<file path="src/synth_pkg.sv">
// Shared constants, field layouts and types for the synthesizer serial channel setup block
package synth_pkg;

  // Serial word geometry
  localparam int unsigned WORD_W    = 19;
  localparam int unsigned R_W       = 14;
  localparam int unsigned P_W       = 11;
  localparam int unsigned S_W       = 7;
  localparam int unsigned N_W       = 18;
  localparam int unsigned SETTLE_W  = 16;

  // Latch select values carried in bit 0, the last bit shifted in
  localparam logic LATCH_SEL_REF    = 1'b1;
  localparam logic LATCH_SEL_DIV    = 1'b0;
  localparam int unsigned SEL_POS   = 0;

  // Prescaler moduli and the select value that picks the small one
  localparam logic [7:0] PRESC_LOW  = 8'h40;
  localparam logic [7:0] PRESC_HIGH = 8'h80;
  localparam logic PRESC_SEL_LOW    = 1'b1;

  // Smallest legal counter values
  localparam logic [R_W-1:0] R_MIN  = 14'h0003;
  localparam logic [P_W-1:0] P_MIN  = 11'h003;

  // Reset values
  localparam logic [SETTLE_W-1:0] SETTLE_RST = 16'h03e8;
  localparam logic [WORD_W-1:0]   WORD_RST   = 19'h00000;

  // APB register byte offsets
  localparam logic [7:0] ADDR_REF    = 8'h00;
  localparam logic [7:0] ADDR_DIV    = 8'h04;
  localparam logic [7:0] ADDR_NDIV   = 8'h08;
  localparam logic [7:0] ADDR_STATUS = 8'h0c;
  localparam logic [7:0] ADDR_SETTLE = 8'h10;

  // Status bit positions
  localparam int unsigned ST_LOCKED  = 0;
  localparam int unsigned ST_REF_OK  = 1;
  localparam int unsigned ST_DIV_OK  = 2;
  localparam int unsigned ST_RANGE   = 3;

  // Reference latch: operation bits ahead of the reference count
  typedef struct packed {
    logic           cp_current_sel;       // Charge pump current select
    logic           lock_output_sel;      // 0 lock status, 1 divided frequency
    logic           comparator_polarity;  // Phase comparator sense
    logic           presc_sel;            // 1 picks modulus 64
    logic [R_W-1:0] ref_count;            // Reference counter
  } ref_latch_t;

  // Divider latch: programmable and swallow counts
  typedef struct packed {
    logic [P_W-1:0] prog_count;           // Programmable counter
    logic [S_W-1:0] swallow_count;        // Swallow counter
  } div_latch_t;

  // Lock sequencing states
  typedef enum logic [2:0] {
    ST_UNLOCKED = 3'b001,
    ST_SETTLING = 3'b010,
    ST_LOCK     = 3'b100
  } lock_state_t;

endpackage

</file>
<file path="src/pin_sync.sv">
// Two-flop synchronisers with rising edge detection for asynchronous pins
`timescale 1ns/1ps
module pin_sync #(
  parameter int unsigned W = 3
) (
  // Clock and reset
  input  wire logic         i_clock,
  input  wire logic         i_arst_n,
  // Raw pins
  input  wire logic [W-1:0] i_async,
  // Synchronised level and rising edge pulse
  output logic      [W-1:0] o_level,
  output logic      [W-1:0] o_rise
);

  genvar g;
  generate
    for (g = 0; g < W; g++) begin : g_bit
      logic meta_q, meta_d;   // First stage, read only by the second
      logic sync_q, sync_d;   // Second stage, safe to use
      logic prev_q, prev_d;   // Delayed copy for edge finding

      // Next values of the chain
      always_comb begin
        meta_d = i_async[g];
        sync_d = meta_q;
        prev_d = sync_q;
      end

      // Registers of the chain
      always_ff @(posedge i_clock or negedge i_arst_n) begin
        if (!i_arst_n) begin
          meta_q <= 1'b0;
          sync_q <= 1'b0;
          prev_q <= 1'b0;
        end else begin
          meta_q <= meta_d;
          sync_q <= sync_d;
          prev_q <= prev_d;
        end
      end

      assign o_level[g] = sync_q;
      assign o_rise[g]  = sync_q & ~prev_q;
    end
  endgenerate

endmodule // pin_sync

</file>
<file path="src/synth_serial_channel_setup.sv">
// Synthesizer serial programming port, divider latches, lock sequencing and APB status
//
// Operation
// - VCO divide is prescaler times P plus S
// - Programmable count 11 bits, at least three
// - Swallow count 7 bits, below programmable count
// - Reference count 14 bits, three to 16383
// - 19-bit shift, last bit picks latch
// - Shift data on programming clock rising edge
// - Load strobe rise copies word to latch
// - Lock detect high locked, low unlocked
//
// Our own choices: the placing of the registers and the APB slave port.
`timescale 1ns/1ps
module synth_serial_channel_setup (
  // Clock and reset
  input  wire logic        i_clock,
  input  wire logic        i_arst_n,
  // Programming pins from the host
  input  wire logic        i_shift_clk,
  input  wire logic        i_serial_data,
  input  wire logic        i_load_strobe,
  // Lock detect or divided output pin
  output logic             o_lock_detect,
  // Latched divider settings toward the loop
  output synth_pkg::ref_latch_t o_ref_latch,
  output synth_pkg::div_latch_t o_div_latch,
  // APB slave
  input  wire logic        i_psel,
  input  wire logic        i_penable,
  input  wire logic        i_pwrite,
  input  wire logic [7:0]  i_paddr,
  input  wire logic [31:0] i_pwdata,
  output logic             o_pready,
  output logic [31:0]      o_prdata,
  output logic             o_pslverr
);

  // Synchronised pins: bit 0 clock, bit 1 data, bit 2 strobe
  logic [2:0] pin_level;
  logic [2:0] pin_rise;

  // Serial shift register and latches
  // A load never clears the shift register; the last 19 bits count
  logic [synth_pkg::WORD_W-1:0] shift_q,   shift_d;
  synth_pkg::ref_latch_t        ref_q,     ref_d;
  synth_pkg::div_latch_t        div_q,     div_d;
  logic                         ref_ok_q,  ref_ok_d;   // Reference word seen
  logic                         div_ok_q,  div_ok_d;   // Divider word seen

  // Lock sequencing
  // One-hot states keep each decode to a single bit
  synth_pkg::lock_state_t         state_q,   state_d;
  logic [synth_pkg::SETTLE_W-1:0] settle_cnt_q, settle_cnt_d;
  logic [synth_pkg::SETTLE_W-1:0] settle_q,  settle_d;     // Software settle time
  logic                           lock_pin_q, lock_pin_d;

  // Divided output for the frequency monitor mode
  logic [synth_pkg::R_W-1:0] fdiv_cnt_q, fdiv_cnt_d;
  logic                      fdiv_q,     fdiv_d;

  // APB answer registers
  logic [31:0] prdata_q,  prdata_d;
  logic        pslverr_q, pslverr_d;

  // Derived values
  logic [7:0]                 modulus;
  logic [synth_pkg::N_W-1:0]  ndiv;
  logic                       range_err;
  logic                       load_evt;
  logic                       shift_rise;   // Programming clock rose
  logic                       data_bit;     // Data level seen with that rise

  // Pin synchronisers, all three share one latency so data lines up with clock
  // A shift and its data bit therefore never split across cycles
  pin_sync #(
    .W        (3)
  ) u_pin_sync (
    .i_clock  (i_clock),
    .i_arst_n (i_arst_n),
    .i_async  ({i_load_strobe, i_serial_data, i_shift_clk}),
    .o_level  (pin_level),
    .o_rise   (pin_rise)
  );

  // Divide ratio and legality checks on the latched words
  always_comb begin
    modulus = (ref_q.presc_sel == synth_pkg::PRESC_SEL_LOW) ? synth_pkg::PRESC_LOW : synth_pkg::PRESC_HIGH;
    // Widest product fits 18 bits: 128 times 2047 plus 127
    // total divide ratio
    ndiv = synth_pkg::N_W'({10'h000, modulus} * {7'h00, div_q.prog_count}) + synth_pkg::N_W'(div_q.swallow_count);
    // An unloaded latch reads zero and flags here too
    // range checks
    range_err = (div_q.prog_count < synth_pkg::P_MIN)
             || ({4'h0, div_q.swallow_count} >= div_q.prog_count)
             || (ref_q.ref_count < synth_pkg::R_MIN);
  end

  assign load_evt = pin_rise[2];

  // Named views of the synchronised pins; clock and strobe levels go unread
  assign shift_rise = pin_rise[0];
  assign data_bit   = pin_level[1];

  // Shift register and latch next values
  always_comb begin
    shift_d  = shift_q;
    ref_d    = ref_q;
    div_d    = div_q;
    ref_ok_d = ref_ok_q;
    div_ok_d = div_ok_q;
    if (shift_rise) begin
      // newest bit enters at the bottom
      shift_d = {shift_q[synth_pkg::WORD_W-2:0], data_bit};
    end
    // Shift and load may meet; the load takes the word before the shift
    // strobe rise loads a latch
    if (load_evt) begin
      if (shift_q[synth_pkg::SEL_POS] == synth_pkg::LATCH_SEL_REF) begin
        ref_d    = synth_pkg::ref_latch_t'(shift_q[synth_pkg::WORD_W-1:1]);
        ref_ok_d = 1'b1;
      end else begin
        div_d    = synth_pkg::div_latch_t'(shift_q[synth_pkg::WORD_W-1:1]);
        div_ok_d = 1'b1;
      end
    end
  end

  // Shift register and latch registers
  always_ff @(posedge i_clock or negedge i_arst_n) begin
    if (!i_arst_n) begin
      shift_q  <= synth_pkg::WORD_RST;
      ref_q    <= '0;
      div_q    <= '0;
      ref_ok_q <= 1'b0;
      div_ok_q <= 1'b0;
    end else begin
      shift_q  <= shift_d;
      ref_q    <= ref_d;
      div_q    <= div_d;
      ref_ok_q <= ref_ok_d;
      div_ok_q <= div_ok_d;
    end
  end

  // Lock sequencing: every load restarts settling, so order of words is free
  // The settle count stands in for the real loop settling time
  always_comb begin
    state_d      = state_q;
    settle_cnt_d = settle_cnt_q;
    case (state_q)
      synth_pkg::ST_UNLOCKED: begin
        // Wait for a load; illegal words never lock
        if (load_evt) begin
          state_d      = synth_pkg::ST_SETTLING;
          settle_cnt_d = '0;
        end
      end
      synth_pkg::ST_SETTLING: begin
        if (load_evt) begin
          settle_cnt_d = '0;
        end else if (settle_cnt_q >= settle_q) begin
          if (ref_ok_q && div_ok_q && !range_err) begin
            state_d = synth_pkg::ST_LOCK;
          end else begin
            state_d = synth_pkg::ST_UNLOCKED;
          end
        end else begin
          settle_cnt_d = settle_cnt_q + synth_pkg::SETTLE_W'(1'b1);
        end
      end
      synth_pkg::ST_LOCK: begin
        // A new word pulls the loop out of lock
        if (load_evt) begin
          state_d      = synth_pkg::ST_SETTLING;
          settle_cnt_d = '0;
        end
      end
      default: begin
        // A corrupt state code falls back to unlocked
        state_d      = synth_pkg::ST_UNLOCKED;
        settle_cnt_d = '0;
      end
    endcase
  end

  // Divided frequency and pin value
  // Free-running; seen only when the divided output is selected
  always_comb begin
    fdiv_cnt_d = fdiv_cnt_q + synth_pkg::R_W'(1'b1);
    fdiv_d     = fdiv_q;
    // Toggle once per reference count, a visible divided rate
    if (fdiv_cnt_q >= ref_q.ref_count) begin
      fdiv_cnt_d = '0;
      fdiv_d     = ~fdiv_q;
    end
    // lock status unless divided output chosen
    lock_pin_d = ref_q.lock_output_sel ? fdiv_q : (state_q == synth_pkg::ST_LOCK);
  end

  // Lock sequencing registers
  always_ff @(posedge i_clock or negedge i_arst_n) begin
    if (!i_arst_n) begin
      state_q      <= synth_pkg::ST_UNLOCKED;
      settle_cnt_q <= '0;
    end else begin
      state_q      <= state_d;
      settle_cnt_q <= settle_cnt_d;
    end
  end

  // Divided output and pin registers; the pin reads low through reset
  always_ff @(posedge i_clock or negedge i_arst_n) begin
    if (!i_arst_n) begin
      fdiv_cnt_q   <= '0;
      fdiv_q       <= 1'b0;
      lock_pin_q   <= 1'b0;
    end else begin
      fdiv_cnt_q   <= fdiv_cnt_d;
      fdiv_q       <= fdiv_d;
      lock_pin_q   <= lock_pin_d;
    end
  end

  // APB decode: read data captured in setup, write applied at access
  // Read data leaves a register, so the access phase never waits
  always_comb begin
    prdata_d  = prdata_q;
    pslverr_d = pslverr_q;
    settle_d  = settle_q;
    if (i_psel && !i_penable) begin
      prdata_d  = '0;
      pslverr_d = 1'b0;
      if (i_paddr == synth_pkg::ADDR_REF) begin
        prdata_d = {14'h0000, ref_q};
      end else if (i_paddr == synth_pkg::ADDR_DIV) begin
        prdata_d = {14'h0000, div_q};
      end else if (i_paddr == synth_pkg::ADDR_NDIV) begin
        prdata_d = {14'h0000, ndiv};
      end else if (i_paddr == synth_pkg::ADDR_STATUS) begin
        prdata_d[synth_pkg::ST_LOCKED] = (state_q == synth_pkg::ST_LOCK);
        prdata_d[synth_pkg::ST_REF_OK] = ref_ok_q;
        prdata_d[synth_pkg::ST_DIV_OK] = div_ok_q;
        prdata_d[synth_pkg::ST_RANGE]  = range_err;
      end else if (i_paddr == synth_pkg::ADDR_SETTLE) begin
        prdata_d = {16'h0000, settle_q};
      end else begin
        // Unmapped offset
        pslverr_d = 1'b1;
      end
    end
    // Only the settle time is writable; other writes are dropped
    if (i_psel && i_penable && i_pwrite && (i_paddr == synth_pkg::ADDR_SETTLE)) begin
      settle_d = i_pwdata[synth_pkg::SETTLE_W-1:0];
    end
  end

  // APB registers
  // Settle time returns to its default on reset; software rewrites it
  always_ff @(posedge i_clock or negedge i_arst_n) begin
    if (!i_arst_n) begin
      prdata_q  <= '0;
      pslverr_q <= 1'b0;
      settle_q  <= synth_pkg::SETTLE_RST;
    end else begin
      prdata_q  <= prdata_d;
      pslverr_q <= pslverr_d;
      settle_q  <= settle_d;
    end
  end

  // Outputs; the slave never inserts wait states
  // Latches go straight out, one cycle after the load edge
  assign o_pready      = 1'b1;
  assign o_prdata      = prdata_q;
  assign o_pslverr     = pslverr_q;
  assign o_lock_detect = lock_pin_q;
  assign o_ref_latch   = ref_q;
  assign o_div_latch   = div_q;

endmodule // synth_serial_channel_setup

</file>
<file path="config.mk">
export PLATFORM = sky130hd
export DESIGN_NAME = synth_serial_channel_setup
export DESIGN_NICKNAME = d
export VERILOG_FILES = /design/src/synth_pkg.sv /design/src/pin_sync.sv /design/src/synth_serial_channel_setup.sv
export SDC_FILE = /design/constraint.sdc
export NUM_CORES = 1
export LEC_CHECK = 0
export BUFFER_PORTS_ARGS = -buffer_cell sky130_fd_sc_hd__buf_2
export CORE_UTILIZATION = 52
export DETAILED_ROUTE_END_ITERATION = 6
export GPL_TIMING_DRIVEN = 0
export PLACE_DENSITY = 0.84
export REMOVE_ABC_BUFFERS = 1
export SYNTH_ARGS = -nofsm -noshare
export SYNTH_HDL_FRONTEND = slang
export SYNTH_SLANG_ARGS = --single-unit
</file>
<file path="constraint.sdc">
create_clock -name i_clock -period 3.05 [get_ports i_clock]
set_clock_uncertainty 0.1 [all_clocks]
set_input_delay 0.4575 -clock i_clock [delete_from_list [all_inputs] [get_ports i_clock]]
set_output_delay 0.4575 -clock i_clock [all_outputs]
set_load 0.05 [all_outputs]
</file>
==> impl_results.md <==
- CORE AREA: 14600 um^2
- Post-synthesis compound-gate area fraction: 0.144
- Largest net degree at the start of global routing: 76
- Grt met2 use: 0.409
- Clock Pin Slew Worst Setup and Hold Paths: 0.06 ns
- Die ar.: 15500 um^2
- Lkg Pwr: 4.49 nW
- Max-slew violation count: 0
- Max_cap viols: 0
- Die Height: 124 um
- Initial Utilization: 0.534
- Peak supply drop: 0.776 mV
- Status: finished, violations left
- Clk_lat worst skew: 0.43 ns
- CP required: 3.25 ns
- Netlist cell types: 58
- Ant diodes: 0
- Part of the cycle the worst path needs: 1.05
- Worst setup path start: o_ref_latch[14]
- Clk sinks: 135
- Global route hottest layer: met2
- Mapped cell area: 7800 um^2
- Asr flop ratio synth: 1.00
- Most common cell after layout, fill and taps aside: dfrtp_1
- Fin crit period: 3.21 ns
- Vias per cell: 6.17
- Fin nets: 1023
- Finished Layout Cells: 1098
- Port Buf Inserts: 87
- Initial antenna violation count: 0
- FILL cells: 1077
- Design Area, Final: 9550 um^2
- Antenna Violating Nets Remaining: 0
- Worst EP arrival: 3.41 ns
- Post-synth top area cell: dfrtp_1
- Yosys top cell area share: 0.411
- Yosys warning count: 0
- Share of post-route cells with drive strength above 1: 0.269
- Clk buf depth: 2
- CP Launch Type: flop
- Gpl congestion: 0.905
- Crit path kind: flop to flop
- Worst-Margin Slew: 1.19 ns
- CTS root buffer: clkbuf_16
- Placed cell areas: 8400 um^2
- RSZ-0062 raised after global routing: true
- Peak Freq: 312 MHz
- Fraction of the mapped netlist area in simple logic gates: 0.145
- Vias in the first global route: 6344
- Setup Viol. Count Final: 3
- Syn_area_per_cell: 9.70 um^2
- Grt ovf: 0
- CP max FO: 7
- CTS Buf Count: 17
- Final hold violation count: 0
- Post-synth EDFFs: 0
- Total negative slack: -0.326 ns
- Post-Synth Adder-Cell Area: 0.121
- DRC: 0
- Post-DP HPWL: 13900 um
- Hold Slack: 0.0285 ns
- Main combinational cell family by area after synthesis: simple AND/OR/NAND/NOR gates
- Chip Width: 124 um
- Row Count: 44
- Router iterations before antenna repair: 5
- CTS tree: done
- Top Ports: 119
- Worst Slack Setup Final: -0.158 ns
- Area contributors post-synth: dfrtp_1 41%, ha_1 12%, mux2_2 6.8%
- Post-Route WL: 22400 um
- M3 GR Usage: 0.0662
- Slew headroom: 0.206
- GRT Overall Usage: 0.266
- Global-route wire length before repair: 32400 um
- Crit Reg-Reg Startpoint: o_ref_latch[14]
- Top_reg_cell synth: dfrtp_1
- GRT met1 Usage: 0.360
- Vias: 6778
- Violated checks: negative setup slack
- Post-synthesis mux area share: 0.0717
- Dpl cells: 1053
- Share of the yosys chip area belonging to registers: 0.434
- Routed len/inst: 20.4 um
- Hold WC Path Type: primary input to flop
- 1st-iter DRT viols: 684
- HP Start: i_serial_data
- CP Capture Type: flop
- Synthesized flop and latch total: 135
- XOR/XNOR Fraction of Synth Area: 0.0281
- Area growth, synth to finish: 22.5%
- CTS H-tree lvls: 4
- Most frequent cells in the layout: 127 x dfrtp_1, 88 x nand2_1, 86 x buf_2, 57 x o21ai_0, 52 x inv_1
- Mapped Cells: 804
- PD cells: 779 nW/um^2
## layer usage
metal | up-vias | share of wire
li1 | 3024 | -
met1 | 3228 | 0.39
met2 | 421 | 0.47
met3 | 105 | 0.092
met4 | 0 | 0.046
met5 | - | 0
## metrics by stage
| stage | setup WS, ns | total power [mW] | util |
|---|---|---|---|
| after global placement | -0.513 | 4.79 | 0.569 |
| after CTS | 0.000283 | 7.11 | 0.633 |
| final | -0.158 | 7.44 | 0.655 |
| after global routing | -0.254 | 7.80 | 0.655 |
| after detailed placement | -0.489 | 4.89 | 0.576 |
| after floorplan | -0.502 | 4.19 | - |
## worst paths after layout
| kind | end | slack, ns | cells after the start |
|---|---|---|---|
| worst max-delay path | o_prdata[17] | -0.16 | 14 |
| worst min-delay path | u_pin_sync.g_bit[1].meta_q | 0.03 | 1 |
| worst max register to register | o_prdata[17] | -0.16 | 14 |
| worst min register to register | u_pin_sync.g_bit[1].prev_d | 0.25 | 0 |
| max in group asynchronous | o_ref_latch[14] | 1.58 | 3 |
| min in group asynchronous | u_pin_sync.g_bit[2].prev_d | 0.48 | 2 |
## where the power goes
group / switching, mW / leakage, nW / internal, mW
Sequential: 0.462 / 1.70 / 2.13
Clock: 0.827 / 0.279 / 1.25
Combinational: 1.75 / 2.50 / 1.02
Total: 3.03 / 4.49 / 4.41
## cell families (layout without fill, tap and decap cells)
logic type,Yosys count,count (layout)
multiplexers,50,50
AND/OR/NAND/NOR,240,240
buffers and inverters,98,190
other,2,20
XOR/XNOR,25,25
AO/OA/AOI/OAI,178,178
adder cells (fa/ha/maj),76,76
flip-flops,135,135
## sequential cells by signal, summed over array words and instances (netlist names)
register / cells
u_pin_sync.g_bit.meta_q: 3
o_pslverr: 1
o_ref_latch: 18
shift_q: 19
fdiv_cnt_q: 14
o_lock_detect: 1
ref_ok_q: 1
settle_q: 16
settle_cnt_q: 16
fdiv_q: 1
state_q: 3
u_pin_sync.g_bit.prev_q: 2
u_pin_sync.g_bit.prev_d: 3
o_div_latch: 18
div_ok_q: 1
o_prdata: 18
## cell type report
class | instances | area (um^2) | area share
clock buffer | 19 | 453 | 0.0474
clock inverter | 13 | 146 | 0.0153
inverter | 54 | 203 | 0.0212
multi-input combinational | 589 | 4470 | 0.468
sequential | 135 | 3390 | 0.355
tap | 184 | 230 | 0.0241
timing repair buffer | 104 | 657 | 0.0688
## critical path, cell delays in order (launching register included)
cell      delay [ns]
dfrtp_4         0.54
buf_8           0.16
buf_8           0.14
nor2_1          0.12
ha_2            0.22
ha_4            0.15
ha_4            0.15
ha_4            0.15
ha_4            0.21
a41oi_2         0.22
o211ai_1        0.17
nor4_1          0.26
nor3_1          0.14
xnor2_1         0.23
o211ai_1        0.12
## Yosys cell counts (2+ instances only)
cell type and n:
nor2_1 52, o221ai_1 3, dfrtp_1 128, o211ai_1 8, and2_1 10, a221oi_1 6, nand3_1 26, a211o_1 2
buf_2 3, xnor2_1 17, and3_1 6, a22o_1 2, and4_1 2, a21o_1 8, a31oi_1 17, ha_1 74
nand2b_1 8, mux2i_1 3, dfstp_2 7, o21ai_0 61, a2bb2oi_1 3, maj3_1 2, a211oi_2 2, nor3_1 14
a211oi_1 8, a22oi_1 2, conb_1 2, mux2_2 47, inv_1 53, nor4_1 8, clkbuf_1 25, a32oi_1 2
or4_1 4, o211ai_2 2, nand4_1 12, nor2b_1 4, a21oi_1 34, xor2_1 8, nand2_1 88, o31ai_1 5
o22ai_1 5, buf_4 15
## what timing repair did
item / CTS / global route
resized for setup: 24 / 47
pin swaps: 13 / 25
endpoints found under the hold margin: 53 / 0
gates cloned: 0 / 0
buffers inserted: 7 / 5
hold buffers: 1 / 0
endpoints found under the setup margin: 6 / 6
Note: power is estimated with default switching activity, not from simulation.
